===== src/logic/port_bank_pkg.sv =====
// shared constants and types for the handshake port banks
package port_bank_pkg;

  // ---------------------------------------------------------------
  // sizes
  // ---------------------------------------------------------------
  localparam int NUM_BANKS   = 4;
  localparam int LINE_W      = 8;
  localparam int ADDR_IDX_W  = 5;
  localparam int BUS_W       = 32;

  // ---------------------------------------------------------------
  // register indices (byte address = index * 4)
  // ---------------------------------------------------------------
  localparam logic [4:0] STATUS_IDX_BANK_A = 5'h02;
  localparam logic [4:0] STATUS_IDX_BANK_B = 5'h06;
  localparam logic [4:0] STATUS_IDX_BANK_C = 5'h0A;
  localparam logic [4:0] STATUS_IDX_BANK_D = 5'h0E;
  localparam logic [1:0] SUB_PORT_A        = 2'h0;
  localparam logic [1:0] SUB_PORT_B        = 2'h1;
  localparam logic [1:0] SUB_STATUS        = STATUS_IDX_BANK_A[1:0];
  localparam logic [1:0] SUB_CONFIG        = 2'h3;
  localparam logic [4:0] IDX_BANK_LIMIT    = 5'h10;
  localparam logic [4:0] IDX_IRQ_ONE       = 5'h10;
  localparam logic [4:0] IDX_IRQ_TWO       = 5'h11;
  localparam logic [4:0] IDX_IRQ_CLEAR     = 5'h12;
  localparam int         IDX_BANK_LSB      = 2;
  localparam int         IDX_BANK_MSB      = 3;
  localparam int         ADDR_IDX_LSB      = 2;

  // ---------------------------------------------------------------
  // configuration word
  // ---------------------------------------------------------------
  typedef struct packed {
    logic       mode_set;
    logic [1:0] a_mode;
    logic       a_in;
    logic       cu_in;
    logic       b_mode;
    logic       b_in;
    logic       cl_in;
  } config_t;

  localparam logic [7:0] CFG_RESET      = 8'h9B;
  localparam int         CFG_MODE_BIT   = 7;
  localparam logic [1:0] A_MODE_BASIC   = 2'h0;
  localparam int         A_MODE_BIDIR   = 1;
  localparam int         BSR_LINE_LSB   = 1;
  localparam int         BSR_LINE_MSB   = 3;
  localparam int         BSR_VAL_BIT    = 0;

  // ---------------------------------------------------------------
  // port c line roles
  // ---------------------------------------------------------------
  localparam logic [2:0] LINE_A_OUT_EN  = 3'h6;
  localparam logic [2:0] LINE_A_IN_EN   = 3'h4;
  localparam logic [2:0] LINE_B_EN      = 3'h2;
  localparam int         ACK_A_LINE     = 6;
  localparam int         STB_A_LINE     = 4;
  localparam int         ACK_B_LINE     = 2;
  localparam int         EXT0_LINE      = 3;
  localparam int         EXT1_LINE      = 0;
  localparam logic [7:0] HS_OE_MASK     = 8'hAB;

  // ---------------------------------------------------------------
  // interrupt control
  // ---------------------------------------------------------------
  localparam int         MASTER_EN_BIT  = 2;
  localparam logic [7:0] IRQ_ONE_RESET  = 8'h00;

  // ---------------------------------------------------------------
  // pin groups of one bank
  // ---------------------------------------------------------------
  typedef struct packed {
    logic [7:0] a;
    logic [7:0] b;
    logic [7:0] c;
  } port_lines_t;

endpackage


===== src/logic/level_edge.sv =====
// rise and fall detector on synchronised levels
`timescale 1ns/10ps
`default_nettype none
module level_edge #(
  parameter int WIDTH = 8
) (
  // clock and reset
  input  wire logic             clk,
  input  wire logic             rst_n,
  // levels and edges
  input  wire logic [WIDTH-1:0] level,
  output logic      [WIDTH-1:0] rise,
  output logic      [WIDTH-1:0] fall
);

  logic [WIDTH-1:0] prev_reg;
  logic [1:0]       fill_reg;
  logic             armed;

  // edges held off until synchroniser and this stage carry real pin levels
  always_ff @(posedge clk or negedge rst_n) begin
    if (!rst_n) begin
      fill_reg <= '0;
    end else if (!armed) begin
      fill_reg <= fill_reg + 2'h1;
    end
  end

  always_ff @(posedge clk or negedge rst_n) begin
    if (!rst_n) begin
      prev_reg <= '0;
    end else begin
      prev_reg <= level;
    end
  end

  assign armed = &fill_reg;
  assign rise  = level & ~prev_reg & {WIDTH{armed}};
  assign fall  = prev_reg & ~level & {WIDTH{armed}};

endmodule
`default_nettype wire


===== src/logic/strobed_port_handshake_irq.sv =====
// four handshake port banks with status words and board interrupt, ahb-lite slave
// ---------------------------------------------------------------
// ---------------------------------------------------------------
//
// Decided for this implementation: the AHB-Lite interface to the registers.
`timescale 1ns/10ps
`default_nettype none
module strobed_port_handshake_irq
  import port_bank_pkg::*;
(
  // clock and reset
  input  wire logic                          hclk,
  input  wire logic                          hresetn,
  // ahb-lite slave
  input  wire logic                          hsel,
  input  wire logic [BUS_W-1:0]              haddr,
  input  wire logic [1:0]                    htrans,
  input  wire logic                          hwrite,
  input  wire logic [2:0]                    hsize,
  input  wire logic [BUS_W-1:0]              hwdata,
  input  wire logic                          hready,
  output logic      [BUS_W-1:0]              hrdata,
  output logic                               hreadyout,
  output logic                               hresp,
  // parallel lines
  input  wire port_lines_t [NUM_BANKS-1:0]   lines_in,
  output port_lines_t      [NUM_BANKS-1:0]   lines_out,
  output port_lines_t      [NUM_BANKS-1:0]   lines_oe,
  // host interrupt
  output logic                               host_irq
);

  // ---------------------------------------------------------------
  // bus phase tracking
  // ---------------------------------------------------------------
  logic [ADDR_IDX_W-1:0]            addr_reg;
  logic                             wr_pend_reg;
  logic                             rd_pend_reg;
  logic                             hreadyout_reg;
  logic [BUS_W-1:0]                 hrdata_reg;
  logic                             accept;
  logic [7:0]                       wbyte;
  logic                             in_bank;
  logic [1:0]                       sel_bank;
  logic [1:0]                       sel_sub;
  logic [7:0]                       rd_byte;
  logic [NUM_BANKS-1:0][7:0]        status_rd;
  logic [NUM_BANKS-1:0][7:0]        pa_rd;
  logic [NUM_BANKS-1:0][7:0]        pb_rd;
  logic [NUM_BANKS-1:0][7:0]        cfg_rd;
  logic [2*NUM_BANKS-1:0]           sources;
  logic [2*NUM_BANKS-1:0]           ext_pend_all;
  logic [7:0]                       irq_one_reg;
  logic                             master_reg;
  logic                             host_irq_reg;
  logic                             wr_irq_clear;
  port_lines_t [NUM_BANKS-1:0]      lines_sync;

  assign accept   = hsel & htrans[1] & hready;
  assign wbyte    = hwdata[7:0];
  assign in_bank  = addr_reg < IDX_BANK_LIMIT;
  assign sel_bank = addr_reg[IDX_BANK_MSB:IDX_BANK_LSB];
  assign sel_sub  = addr_reg[1:0];

  always_ff @(posedge hclk or negedge hresetn) begin
    if (!hresetn) begin
      addr_reg    <= '0;
      wr_pend_reg <= 1'b0;
      rd_pend_reg <= 1'b0;
    end else begin
      wr_pend_reg <= 1'b0;
      rd_pend_reg <= 1'b0;
      if (accept) begin
        addr_reg    <= haddr[ADDR_IDX_LSB+ADDR_IDX_W-1:ADDR_IDX_LSB];
        wr_pend_reg <= hwrite;
        rd_pend_reg <= ~hwrite;
      end
    end
  end

  // reads take one wait state so the data comes from a flip-flop
  always_ff @(posedge hclk or negedge hresetn) begin
    if (!hresetn) begin
      hreadyout_reg <= 1'b1;
    end else if (accept && !hwrite) begin
      hreadyout_reg <= 1'b0;
    end else if (rd_pend_reg) begin
      hreadyout_reg <= 1'b1;
    end
  end

  always_ff @(posedge hclk or negedge hresetn) begin
    if (!hresetn) begin
      hrdata_reg <= '0;
    end else if (rd_pend_reg) begin
      hrdata_reg <= {{(BUS_W-8){1'b0}}, rd_byte};
    end
  end

  // ---------------------------------------------------------------
  // read decode
  // ---------------------------------------------------------------
  always_comb begin
    rd_byte = 8'h00;
    if (in_bank) begin
      if (sel_sub == SUB_PORT_A) begin
        rd_byte = pa_rd[sel_bank];
      end else if (sel_sub == SUB_PORT_B) begin
        rd_byte = pb_rd[sel_bank];
      end else if (sel_sub == SUB_STATUS) begin
        rd_byte = status_rd[sel_bank];
      end else begin
        rd_byte = cfg_rd[sel_bank];
      end
    end else if (addr_reg == IDX_IRQ_ONE) begin
      rd_byte = irq_one_reg;
    end else if (addr_reg == IDX_IRQ_TWO) begin
      rd_byte = 8'(master_reg) << MASTER_EN_BIT;
    end else if (addr_reg == IDX_IRQ_CLEAR) begin
      rd_byte = ext_pend_all;
    end
  end

  // ---------------------------------------------------------------
  // interrupt control
  // ---------------------------------------------------------------
  assign wr_irq_clear = wr_pend_reg & (addr_reg == IDX_IRQ_CLEAR);

  always_ff @(posedge hclk or negedge hresetn) begin
    if (!hresetn) begin
      irq_one_reg <= IRQ_ONE_RESET;
      master_reg  <= 1'b0;
    end else if (wr_pend_reg && addr_reg == IDX_IRQ_ONE) begin
      irq_one_reg <= wbyte;
    end else if (wr_pend_reg && addr_reg == IDX_IRQ_TWO) begin
      master_reg <= wbyte[MASTER_EN_BIT];
    end
  end

  always_ff @(posedge hclk or negedge hresetn) begin
    if (!hresetn) begin
      host_irq_reg <= 1'b0;
    end else begin
      host_irq_reg <= master_reg & (|(irq_one_reg & sources));
    end
  end

  // ---------------------------------------------------------------
  // pin synchronisers
  // ---------------------------------------------------------------
  sync_stage #(
    .WIDTH($bits(port_lines_t) * NUM_BANKS)
  ) u_sync (
    .clk      (hclk),
    .rst_n    (hresetn),
    .async_in (lines_in),
    .sync_out (lines_sync)
  );

  // ---------------------------------------------------------------
  // per-bank handshake logic
  // ---------------------------------------------------------------
  for (genvar b = 0; b < NUM_BANKS; b++) begin : g_bank
    config_t    cfg_reg;
    logic [7:0] pa_out_reg;
    logic [7:0] pb_out_reg;
    logic [7:0] pc_latch_reg;
    logic [7:0] a_in_latch_reg;
    logic [7:0] pc_out_reg;
    logic [7:0] pc_oe_reg;
    logic       pa_oe_reg;
    logic       pb_oe_reg;
    logic       a_obf_n_reg;
    logic       a_ibf_reg;
    logic       a_out_done_reg;
    logic       a_in_done_reg;
    logic       b_obf_n_reg;
    logic       b_out_done_reg;
    logic       a_out_en_reg;
    logic       a_in_en_reg;
    logic       b_en_reg;
    logic [1:0] ext_pend_reg;
    logic       here;
    logic       wr_a;
    logic       wr_b;
    logic       wr_c;
    logic       wr_cfg;
    logic       rd_a;
    logic       mode_set;
    logic       bsr;
    logic [2:0] bsr_line;
    logic       bsr_val;
    logic       ah;
    logic       abd;
    logic       bh;
    logic       a_req;
    logic       b_req;
    logic [7:0] own;
    logic [7:0] hs_val;
    logic [7:0] st_val;
    logic [7:0] gpio_in;
    logic [7:0] gpio_rd;
    logic [7:0] c_rise;
    logic [7:0] c_fall;

    level_edge #(
      .WIDTH(LINE_W)
    ) u_edge (
      .clk   (hclk),
      .rst_n (hresetn),
      .level (lines_sync[b].c),
      .rise  (c_rise),
      .fall  (c_fall)
    );

    assign here     = in_bank & (sel_bank == 2'(b));
    assign wr_a     = wr_pend_reg & here & (sel_sub == SUB_PORT_A);
    assign wr_b     = wr_pend_reg & here & (sel_sub == SUB_PORT_B);
    assign wr_c     = wr_pend_reg & here & (sel_sub == SUB_STATUS);
    assign wr_cfg   = wr_pend_reg & here & (sel_sub == SUB_CONFIG);
    assign rd_a     = rd_pend_reg & here & (sel_sub == SUB_PORT_A);
    assign mode_set = wr_cfg & wbyte[CFG_MODE_BIT];
    assign bsr      = wr_cfg & ~wbyte[CFG_MODE_BIT];
    assign bsr_line = wbyte[BSR_LINE_MSB:BSR_LINE_LSB];
    assign bsr_val  = wbyte[BSR_VAL_BIT];

    assign ah  = cfg_reg.a_mode != A_MODE_BASIC;
    assign abd = cfg_reg.a_mode[A_MODE_BIDIR];
    assign bh  = cfg_reg.b_mode;

    // request flags exist only behind their enables
    assign a_req = ah & ((a_out_en_reg & a_out_done_reg)
                 | (abd & a_in_en_reg & a_in_done_reg));
    assign b_req = bh & b_en_reg & b_out_done_reg;

    // lines taken over by handshakes
    assign own     = {ah, ah, abd, abd, ah, bh, bh, bh};
    assign hs_val  = {a_obf_n_reg, 1'b0, a_ibf_reg, 1'b0, a_req, 1'b0, b_obf_n_reg, b_req};
    assign st_val  = {a_obf_n_reg, a_out_en_reg, a_ibf_reg, a_in_en_reg,
                      a_req, b_en_reg, b_obf_n_reg, b_req};
    assign gpio_in = {{4{cfg_reg.cu_in}}, {4{cfg_reg.cl_in}}};
    assign gpio_rd = (gpio_in & lines_sync[b].c) | (~gpio_in & pc_latch_reg);

    // strobe and acknowledge levels never reach the status word
    assign status_rd[b] = (own & st_val) | (~own & gpio_rd);
    assign cfg_rd[b]    = cfg_reg;
    assign pa_rd[b]     = abd ? a_in_latch_reg
                        : ((ah | ~cfg_reg.a_in) ? pa_out_reg : lines_sync[b].a);
    assign pb_rd[b]     = (bh | ~cfg_reg.b_in) ? pb_out_reg : lines_sync[b].b;

    assign sources[2*b]        = a_req | ext_pend_reg[0];
    assign sources[2*b+1]      = b_req | ext_pend_reg[1];
    assign ext_pend_all[2*b]   = ext_pend_reg[0];
    assign ext_pend_all[2*b+1] = ext_pend_reg[1];

    assign lines_out[b] = '{a: pa_out_reg, b: pb_out_reg, c: pc_out_reg};
    assign lines_oe[b]  = '{a: {LINE_W{pa_oe_reg}}, b: {LINE_W{pb_oe_reg}}, c: pc_oe_reg};

    // configuration word
    always_ff @(posedge hclk or negedge hresetn) begin
      if (!hresetn) begin
        cfg_reg <= config_t'(CFG_RESET);
      end else if (mode_set) begin
        cfg_reg <= config_t'(wbyte);
      end
    end

    // request enables through bit set/reset
    always_ff @(posedge hclk or negedge hresetn) begin
      if (!hresetn) begin
        a_out_en_reg <= 1'b0;
        a_in_en_reg  <= 1'b0;
        b_en_reg     <= 1'b0;
      end else if (mode_set) begin
        a_out_en_reg <= 1'b0;
        a_in_en_reg  <= 1'b0;
        b_en_reg     <= 1'b0;
      end else if (bsr && own[bsr_line]) begin
        if (bsr_line == LINE_A_OUT_EN) begin
          a_out_en_reg <= bsr_val;
        end else if (bsr_line == LINE_A_IN_EN) begin
          a_in_en_reg <= bsr_val;
        end else if (bsr_line == LINE_B_EN) begin
          b_en_reg <= bsr_val;
        end
      end
    end

    // general-purpose port c latch
    always_ff @(posedge hclk or negedge hresetn) begin
      if (!hresetn) begin
        pc_latch_reg <= 8'h00;
      end else if (mode_set) begin
        pc_latch_reg <= 8'h00;
      end else if (bsr && !own[bsr_line]) begin
        pc_latch_reg[bsr_line] <= bsr_val;
      end else if (wr_c) begin
        pc_latch_reg <= (pc_latch_reg & own) | (wbyte & ~own);
      end
    end

    // port a output and input handshakes
    always_ff @(posedge hclk or negedge hresetn) begin
      if (!hresetn) begin
        pa_out_reg     <= 8'h00;
        a_in_latch_reg <= 8'h00;
        a_obf_n_reg    <= 1'b1;
        a_ibf_reg      <= 1'b0;
        a_out_done_reg <= 1'b1;
        a_in_done_reg  <= 1'b0;
      end else if (mode_set) begin
        pa_out_reg     <= 8'h00;
        a_obf_n_reg    <= 1'b1;
        a_ibf_reg      <= 1'b0;
        a_out_done_reg <= 1'b1;
        a_in_done_reg  <= 1'b0;
      end else begin
        if (wr_a) begin
          pa_out_reg <= wbyte;
          if (ah) begin
            a_obf_n_reg    <= 1'b0;
            a_out_done_reg <= 1'b0;
          end
        end
        if (rd_a && abd) begin
          a_ibf_reg     <= 1'b0;
          a_in_done_reg <= 1'b0;
        end
        if (ah && c_fall[ACK_A_LINE]) begin
          a_obf_n_reg <= 1'b1;
        end
        if (ah && c_rise[ACK_A_LINE]) begin
          a_out_done_reg <= 1'b1;
        end
        if (abd && c_fall[STB_A_LINE]) begin
          a_in_latch_reg <= lines_sync[b].a;
          a_ibf_reg      <= 1'b1;
        end
        if (abd && c_rise[STB_A_LINE]) begin
          a_in_done_reg <= 1'b1;
        end
      end
    end

    // port b output handshake
    always_ff @(posedge hclk or negedge hresetn) begin
      if (!hresetn) begin
        pb_out_reg     <= 8'h00;
        b_obf_n_reg    <= 1'b1;
        b_out_done_reg <= 1'b1;
      end else if (mode_set) begin
        pb_out_reg     <= 8'h00;
        b_obf_n_reg    <= 1'b1;
        b_out_done_reg <= 1'b1;
      end else begin
        if (wr_b) begin
          pb_out_reg <= wbyte;
          if (bh) begin
            b_obf_n_reg    <= 1'b0;
            b_out_done_reg <= 1'b0;
          end
        end
        if (bh && c_fall[ACK_B_LINE]) begin
          b_obf_n_reg <= 1'b1;
        end
        if (bh && c_rise[ACK_B_LINE]) begin
          b_out_done_reg <= 1'b1;
        end
      end
    end

    // external line requests, set wins over clear
    always_ff @(posedge hclk or negedge hresetn) begin
      if (!hresetn) begin
        ext_pend_reg <= 2'b00;
      end else begin
        if (wr_irq_clear || mode_set) begin
          ext_pend_reg <= 2'b00;
        end
        if (!ah && cfg_reg.cl_in && c_rise[EXT0_LINE]) begin
          ext_pend_reg[0] <= 1'b1;
        end
        if (!bh && cfg_reg.cl_in && c_rise[EXT1_LINE]) begin
          ext_pend_reg[1] <= 1'b1;
        end
      end
    end

    // pin drivers
    always_ff @(posedge hclk or negedge hresetn) begin
      if (!hresetn) begin
        pc_out_reg <= 8'h00;
        pc_oe_reg  <= 8'h00;
        pa_oe_reg  <= 1'b0;
        pb_oe_reg  <= 1'b0;
      end else begin
        pc_out_reg <= (own & hs_val) | (~own & pc_latch_reg);
        pc_oe_reg  <= (own & HS_OE_MASK) | (~own & ~gpio_in);
        pa_oe_reg  <= abd ? ~lines_sync[b].c[ACK_A_LINE] : (ah | ~cfg_reg.a_in);
        pb_oe_reg  <= bh | ~cfg_reg.b_in;
      end
    end
  end

  assign hrdata    = hrdata_reg;
  assign hreadyout = hreadyout_reg;
  assign hresp     = 1'b0;
  assign host_irq  = host_irq_reg;

endmodule
`default_nettype wire


===== src/logic/sync_stage.sv =====
// two flip-flop synchroniser for pin inputs
`timescale 1ns/10ps
`default_nettype none
module sync_stage #(
  parameter int WIDTH = 8
) (
  // clock and reset
  input  wire logic             clk,
  input  wire logic             rst_n,
  // levels
  input  wire logic [WIDTH-1:0] async_in,
  output logic      [WIDTH-1:0] sync_out
);

  logic [WIDTH-1:0] meta_reg;

  always_ff @(posedge clk or negedge rst_n) begin
    if (!rst_n) begin
      meta_reg <= '0;
      sync_out <= '0;
    end else begin
      meta_reg <= async_in;
      sync_out <= meta_reg;
    end
  end

endmodule
`default_nettype wire

===== config.mk =====
export PLATFORM = sky130hd
export DESIGN_NAME = strobed_port_handshake_irq
export DESIGN_NICKNAME = d
export VERILOG_FILES = /design/src/logic/port_bank_pkg.sv /design/src/logic/level_edge.sv /design/src/logic/strobed_port_handshake_irq.sv /design/src/logic/sync_stage.sv
export SDC_FILE = /design/constraint.sdc
export NUM_CORES = 1
export LEC_CHECK = 0
export ABC_AREA = 1
export BUFFER_PORTS_ARGS = -buffer_cell sky130_fd_sc_hd__buf_2
export CAP_MARGIN = 15
export CORE_MARGIN = 2
export CORE_UTILIZATION = 35
export CTS_CLUSTER_SIZE = 14
export DETAILED_ROUTE_END_ITERATION = 10
export PLACE_DENSITY = 0.68
export SYNTH_ARGS = -nofsm -noshare
export SYNTH_HDL_FRONTEND = slang
export SYNTH_SLANG_ARGS = --single-unit

===== constraint.sdc =====
create_clock -name hclk -period 1.7 [get_ports hclk]
set_clock_uncertainty 0.05 [all_clocks]
set_input_delay 0.34 -clock hclk [delete_from_list [all_inputs] [get_ports hclk]]
set_output_delay 0.34 -clock hclk [all_outputs]
set_load 0.02 [all_outputs]

==> metrics list, run 1 <==
- Number of buffers added on ports: 316
* TritonCTS clock tree: done
* Minimum setup slack in the final design: -337.6 ps
- STA classifies the critical path startpoint as a flop.
- For this run, design rule violations remaining after detail routing come to 0.
* Sum of routed wire length over all layers: 86050 µm
- Starting density of the core: 0.3517
* Critical-path top delay cell: sky130_fd_sc_hd__dfrtp_2
- Critical Path Fanout Max: 5
- Fill cell instance count of the final layout: 5491
* Antenna viol nets, final: 0
- Among the stages of the critical path, the cell type that occurs most often is sky130_fd_sc_hd__nor2_4.
- Pleak: 0.01623 µW
- Aggregate global-route resource usage: 0.2581
* Number of instances in the synthesized netlist: 2453
- Dominant synthesized flop cell: sky130_fd_sc_hd__dfrtp_1
* Util after Layout: 0.5284
- The path class of the tightest hold or removal check is input pin to flop.
- Clock transition at path regs: 70 ps
* Number of DRC markers after the initial detailed-route iteration: 1942
- DP Cell Count: 3894
* Most frequent cell after synthesis: sky130_fd_sc_hd__nand2_1
* Half-perimeter wire length after detailed placement: 62920 µm
- Part of the Yosys area used for sequential elements: 0.5895
* Final period util: 1.199
- The critical path is of the flop to flop type.
* Finished Layout Cells: 4185
* Status: finished with violations
- VDD sags by at most 0.0008227 V.
- Yosys warns: 0
- Gate family responsible for the most delay along the worst path: simple AND/OR/NAND/NOR gates
- The die covers 0.06507 mm².
- Die span in x: 255.1 µm
* Cell Rows: 92
- WP data arrival: 2500 ps
- Sorting the synthesized cells by how often they occur yields sky130_fd_sc_hd__nand2_1 (625), sky130_fd_sc_hd__dfrtp_1 (481), sky130_fd_sc_hd__o21ai_0 (279), sky130_fd_sc_hd__inv_1 (197), sky130_fd_sc_hd__nor2_1 (192).
* Seq cells post-synth: 518
* Fraction of layout cells with a size suffix above 1: 0.4032
- Total congestion overflow: 0
* Largest net degree at the start of global routing: 68
- Pwr dens: 1029 mW/mm²
* Wire length of the first global-routing pass: 124200 µm
* Post-DR vias/cell: 4.971
* Number of global-route vias before repair: 19810
- Worst-case clock buffer depth: 3
* Via count of the routed design: 20810
- STA classifies the critical path endpoint as a flop.
- H-tree Lvls: 2
* Pre-antenna DRT Iters: 6
- Buf/Inv on CP: 2
* Number of I/O pins: 397
- Setup violators final: 208
- The share of synthesized area in the top cell type comes to 0.5455.
- For the pin with the worst max-slew slack, the measured transition is 537.5 ps.
- Number of clock buffers inserted by TritonCTS: 52
- The hold violation count in the final report is 0.
- Based on the critical path, the design can be clocked at up to 490.8 MHz.
- The clock reaches the later pin of the worst-skew pair after 620 ps.
* Total Nets Final: 3470
- The largest single stage delay on the critical path is 470 ps.
* Post-synth EDFFs: 0
* Root buffer cell: sky130_fd_sc_hd__clkbuf_16
* Placeable core region: 0.06274 mm²
- The initial antenna violation count is 0.
- Max Cap Violations: 0
- Library cells used by synthesis: 55
- Counting every sink on the clock net gives 518.
- Cell-by-cell trace of the critical path: buf_6 -> nor2_4 -> nand2_2 -> nor2_4 -> nand2_4 -> nor2_4 -> nand2_4 -> buf_12 -> a21oi_1 -> o21ai_1 -> o21ai_1
- DIE HEIGHT: 255.1 µm
- Synth-to-layout area growth: 50.24%
* Violations in the final reports: setup timing
- Worst-case headroom to the max-slew limit: 0.6412
- Dividing the detail-routed wire length by the instance count gives 20.56 µm.
* Unrepaired setup endpoints after global routing: yes
- Crit path time final: 2038 ps
- Cell taking the most area after synthesis: sky130_fd_sc_hd__dfrtp_1
* Max Slew Vio Count: 0
- Synthesized area divided by synthesized cell count: 8.996 µm²
- Area of the mapped netlist: 0.02207 mm²
- Dominant cells by area after synthesis: sky130_fd_sc_hd__dfrtp_1 (55%), sky130_fd_sc_hd__nand2_1 (11%), sky130_fd_sc_hd__o21ai_0 (6.3%), sky130_fd_sc_hd__dfstp_2 (4.4%), sky130_fd_sc_hd__inv_1 (3.4%)
* Final Wtd Congestion: 1.068
- For this run, asynchronously set or reset flops after synthesis account for 1.000.
- At the worst endpoint, the required time is 2160 ps.
[routing by layer]
layer,GRT usage,share of wire,wire length (µm)
met1,0.3532,0.41,35500
met2,0.3917,0.45,38550
met3,0.04709,0.081,6945
met4,0.1343,0.059,5049
met5,0,0,0
[logic make-up (layout without fill, tap and decap cells)]
logic type               after synthesis  in the layout  share of synthesized area
buffers and inverters                415           1276                    0.09033
adder cells (fa/ha/maj)                4              4                   0.002268
AO/OA/AOI/OAI                        504            504                     0.1233
XOR/XNOR                               4              4                   0.001587
flip-flops                           518            518                     0.5895
AND/OR/NAND/NOR                     1002           1002                     0.1903
multiplexers                           5              5                   0.002551
other                                  1             26                  0.0001699
[timing repair]
action	CTS	global route
pin swaps	64	78
gates cloned	11	3
hold endpoints to repair	389	0
buffers inserted	52	36
gates resized for setup	354	279
hold buffers	104	0
endpoints found under the setup margin	229	292
[worst paths after layout]
kind                                    start                        end  slack [ps]  cells past startpoint
setup / recovery                  addr_reg[2]  g_bank[0].pc_latch_reg[2]        -340                     11
setup reg to reg                  addr_reg[2]  g_bank[0].pc_latch_reg[2]        -340                     11
hold / removal                      hwdata[5]    g_bank[3].pa_out_reg[5]          60                      3
max in group asynchronous             hresetn                  cfg_rd[7]         640                      4
min in group asynchronous             hresetn    g_bank[2].pa_out_reg[7]         160                      2
hold reg to reg            u_sync.meta_reg[0]         u_sync.sync_out[0]         290                      0
[through the flow]
step | power, µW | setup TNS (ps) | area (µm²) | hold slack [ps] | worst slack [ps]
CTS | 33700 | -26700 | 32020 | 33.72 | -267.7
floorplan | 16930 | -373.3 | 22200 | -5.591 | -29.35
global placement | 20130 | -46090 | 27400 | 193.6 | -430.7
detailed placement | 20180 | -53310 | 27400 | 190.3 | -425.5
global route | 35310 | -52170 | 33150 | 48.24 | -440.4
finish | 34120 | -30690 | 33150 | 62.62 | -337.6
[cells in the final DEF, fill, tap and decap left out, types with 7 or more instances in the layout]
cell type / Yosys / final
sky130_fd_sc_hd__nand2_1: 625 / 505
sky130_fd_sc_hd__buf_2: 42 / 314
sky130_fd_sc_hd__dfrtp_1: 481 / 474
sky130_fd_sc_hd__o211ai_1: 16 / 16
sky130_fd_sc_hd__nand3_2: 4 / 11
sky130_fd_sc_hd__clkbuf_16: 0 / 57
sky130_fd_sc_hd__nand3_1: 109 / 96
sky130_fd_sc_hd__buf_6: 2 / 54
sky130_fd_sc_hd__nor3_1: 11 / 8
sky130_fd_sc_hd__o21ai_1: 90 / 147
sky130_fd_sc_hd__inv_1: 197 / 183
sky130_fd_sc_hd__o21ai_4: 0 / 11
sky130_fd_sc_hd__nor2_4: 7 / 31
sky130_fd_sc_hd__clkinv_4: 0 / 7
sky130_fd_sc_hd__a21oi_2: 0 / 16
sky130_fd_sc_hd__buf_12: 0 / 43
sky130_fd_sc_hd__inv_2: 21 / 19
sky130_fd_sc_hd__or2_2: 7 / 7
sky130_fd_sc_hd__buf_8: 0 / 12
sky130_fd_sc_hd__dlygate4sd3_1: 0 / 104
sky130_fd_sc_hd__dfrtp_2: 0 / 7
sky130_fd_sc_hd__bufinv_16: 0 / 11
sky130_fd_sc_hd__dfstp_2: 37 / 37
sky130_fd_sc_hd__nor2_2: 11 / 21
sky130_fd_sc_hd__nand2_2: 6 / 80
sky130_fd_sc_hd__nor2_1: 192 / 158
sky130_fd_sc_hd__conb_1: 1 / 25
sky130_fd_sc_hd__nand2_8: 0 / 8
sky130_fd_sc_hd__clkinvlp_4: 0 / 8
sky130_fd_sc_hd__nand2_4: 4 / 42
sky130_fd_sc_hd__nand4_1: 15 / 15
sky130_fd_sc_hd__o21ai_0: 279 / 159
sky130_fd_sc_hd__inv_4: 1 / 8
sky130_fd_sc_hd__buf_4: 97 / 420
sky130_fd_sc_hd__clkinv_2: 0 / 8
sky130_fd_sc_hd__o21ai_2: 5 / 57
sky130_fd_sc_hd__a21oi_1: 77 / 58
[worst reg2reg max path: stages, from the launching register on]
cell                      delay, ps
sky130_fd_sc_hd__dfrtp_2        470
sky130_fd_sc_hd__buf_6          150
sky130_fd_sc_hd__nor2_4         140
sky130_fd_sc_hd__nand2_2         90
sky130_fd_sc_hd__nor2_4         150
sky130_fd_sc_hd__nand2_4         90
sky130_fd_sc_hd__nor2_4         140
sky130_fd_sc_hd__nand2_4        110
sky130_fd_sc_hd__buf_12         170
sky130_fd_sc_hd__a21oi_1        120
sky130_fd_sc_hd__o21ai_1         90
sky130_fd_sc_hd__o21ai_1        190
[layout make-up]
class                           instances  area, µm²  share of cell area
Clock inverter                         31      470.5             0.01419
Multi-Input combinational cell       1544       8574              0.2586
Timing Repair inverter                  1      11.26           0.0003397
Antenna cell                            1      2.502          0.00007548
Inverter                              223      928.4             0.02800
Clock buffer                           65       1431             0.04318
Sequential cell                       518      13020              0.3927
Timing Repair Buffer                  956       7657              0.2310
Tap cell                              846       1059             0.03193
[report_power, final]
part	internal, µW	switching (µW)
logic	2950	4370
registers	13300	685
clock network	7670	5130
total	23900	10200
Note: power is estimated with default switching activity, not from simulation.
==> run 2: changes to the inputs <==
- REMOVE_ABC_BUFFERS: default -> 1
==> metrics list, run 2 (synthesis results as in run 1) <==
* Routed wire per std cell: 21.07 µm (+2.5%)
- Sequential cell area: 0.01303 mm² (about the same)
* Final hold violation count: 0 (unchanged)
- The initial core utilization came to 0.3517 (unchanged).
- The total power divided by cell area came to 1002 mW/mm² (-2.7%).
- The number of inserted filler cells in the final layout is 5341 (-2.7%).
- The number of buffers created by CTS came to 55 (+5.8%).
- The placed standard-cell area came to 0.02744 mm² (+0.13%).
- Class of the most critical setup path: flop to flop
* Cell-by-cell trace of the critical path: buf_6 -> nand2_8 -> buf_6 -> nor2_4 -> inv_2 -> nor2_4 -> nand2_2 -> buf_6 -> nor2_4 -> inv_6 -> nand2_4 -> inv_4 -> buf_12 -> nand2_2 -> o21ai_1
* Root buffer cell: sky130_fd_sc_hd__clkbuf_16
- Placeable core region: 0.06274 mm² (unchanged)
- Die area: 0.06507 mm² (unchanged)
* Clock transition at path regs: 60 ps (about the same)
- Setup violators final: 222 (+6.7%)
- Crit path time final: 2087 ps (+49.73 ps)
- Total Power Consumption: 34160 µW (+0.12%)
- Number of DRC markers after the initial detailed-route iteration: 2207 (+14%)
- Final period util: 1.228 (+0.02925)
- Critical-path top delay cell: sky130_fd_sc_hd__dfrtp_2
* Minimum setup slack in the final design: -387.3 ps (-49.73 ps)
* Half-perimeter wire length after detailed placement: 62500 µm (-0.66%)
- TritonCTS built the clock tree.
- The number of global-route vias before repair is 20410 (+3.0%).
- Post-route cell area: 0.03411 mm² (+2.9%)
- Critical path launch point type: flop
- Endpoint required time on the critical path: 2140 ps (-20 ps)
* Sum of routed wire length over all layers: 89060 µm (+3.5%)
* Cell Rows: 92 (unchanged)
- Leading cell types in the layout, fill and taps excluded: sky130_fd_sc_hd__nand2_1 (494), sky130_fd_sc_hd__dfrtp_1 (465), sky130_fd_sc_hd__buf_4 (408)
- The overall overflow remaining after global route is 0 (unchanged).
- The share of cells above drive strength 1 is 0.4265 (+0.02322).
- The H-tree depth came to 2 (unchanged).
* Peak supply drop: 0.0009179 V (+12%)
- Worst-case headroom to the max-slew limit: 0.6080 (-0.03327)
- Violations in the final reports: setup timing
* Count of unresolved DRC violations after routing: 0 (unchanged)
* Synth-to-layout area growth: 54.56%
- The achievable clock frequency came to 479.1 MHz (-2.4%).
- The count of pins over their slew limit was 0 (unchanged).
- The number of search-and-repair iterations in the first detailed-routing pass is 9 (+3).
- Worst skew pair latency: 620 ps (about the same)
- The delay of the slowest cell on the worst path is 420 ps (-50 ps).
- The wire length of the first global-routing pass is 126800 µm (+2.1%).
- Setup repair after global routing could not meet its margin everywhere.
* Area taken by multi-input logic gates: 0.008867 mm² (+3.4%)
* Max Cap Violations: 0 (unchanged)
* Antenna viol nets, final: 0 (unchanged)
- Number of I/O pins: 397 (unchanged)
* Worst-case clock buffer depth: 3 (unchanged)
- Die span in x: 255.1 µm (unchanged)
- Critical Path Fanout Max: 14 (+9)
- Critical Path Sink Type: flop
- The routed via count divided by cell count came to 5.033 (+1.2%).
- Initial antenna violation count: 1 (+1)
* DIE HEIGHT: 255.1 µm (unchanged)
* Largest net degree at the start of global routing: 73 (+7.4%)
- The final net count was 3509 (+1.1%).
- The total via count in the routed design is 21280 (+2.3%).
- The actual slew at the worst max-slew pin came to 587.4 ps (+49.85 ps).
- The sink count of the clock tree came to 518 (unchanged).
* Status: finished with violations
- The number of port buffers came to 316 (unchanged).
* Most frequent standard cell in the layout excluding fill and tap cells: sky130_fd_sc_hd__nand2_1
* WP data arrival: 2530 ps (+30 ps)
- The static leakage came to 0.01665 µW (+2.6%).
- Aggregate global-route resource usage: 0.2649 (+0.006808)
- Path class of the lowest-slack min-delay path: input pin to flop
- Worst setup slack after placement: -579.1 ps (-153.6 ps)
- The routability congestion estimate from global placement is 1.013 (-5.2%).
[run 2: final timing paths]
path / from / end / slack [ps] / depth (start not counted)
worst max-delay path: addr_reg[3] / g_bank[3].pb_out_reg[5] / -390 / 15
worst min-delay path: haddr[3] / addr_reg[1] / 20 / 3
worst max register to register: addr_reg[3] / g_bank[3].pb_out_reg[5] / -390 / 15
worst min register to register: u_sync.meta_reg[76] / u_sync.sync_out[76] / 290 / 0
max in group asynchronous: hresetn / cfg_rd[20] / 640 / 4
min in group asynchronous: hresetn / g_bank[1].u_edge.prev_reg[6] / 160 / 2
[run 2: timing repair]
action                                 4_1_cts  5_1_grt
setup endpoints to repair                  250      291
endpoints found under the hold margin      388        0
pin swaps                                   69       94
hold buffers                               101        0
setup buffers                               53       52
resized for setup                          420      413
gates cloned                                15        9
[run 2: cell type report]
type                    count  area share
flip-flops and latches    518      0.3820
multi-input cells        1545      0.2600
repair buffers            989      0.2428
clock buffers              68     0.04443
well taps                 846     0.03104
inverters                 223     0.02737
clock inverters            33     0.01141
repair inverters            3   0.0008438
diodes                      2   0.0001467
[run 2: through the flow]
step	hold slack, ps	setup TNS (ps)	util	instances
floorplan	-5.591	-86770	-	2285
global placement	177.1	-43450	0.4374	3903
detailed placement	171.8	-50090	0.4374	3903
CTS	0.08493	-33910	0.5153	4171
global route	42.93	-61520	0.5436	4225
finish	16.88	-49540	0.5437	4227
[run 2: worst max-delay path, delay by kind of cell, from the launching register on]
| kind | cells | cell delay, ps |
|---|---|---|
| AOI/OAI and AO/OA | 1 | 70 |
| DFF | 1 | 420 |
| buffers and inverters | 7 | 740 |
| and+or+nand+nor | 7 | 650 |
[run 2: report_power, final]
| group | total (µW) | leakage [µW] | internal (µW) | switching, µW |
|---|---|---|---|---|
| sequential | 14000 | 0.00607 | 13300 | 682 |
| clock | 12700 | 0.000926 | 7310 | 5360 |
| combinational | 7490 | 0.00966 | 3080 | 4410 |
| total | 34200 | 0.0166 | 23700 | 10500 |
[run 2: per-layer routing]
| layer | wire length, µm | part of all wire | global-route usage | vias to the layer above |
|---|---|---|---|---|
| li1 | - | - | - | 9627 |
| met1 | 34670 | 0.39 | 0.3527 | 10190 |
| met2 | 41190 | 0.46 | 0.4194 | 1170 |
| met3 | 8273 | 0.093 | 0.05278 | 286 |
| met4 | 4915 | 0.055 | 0.1178 | 2 |
| met5 | 16 | 0.00018 | 0 | - |
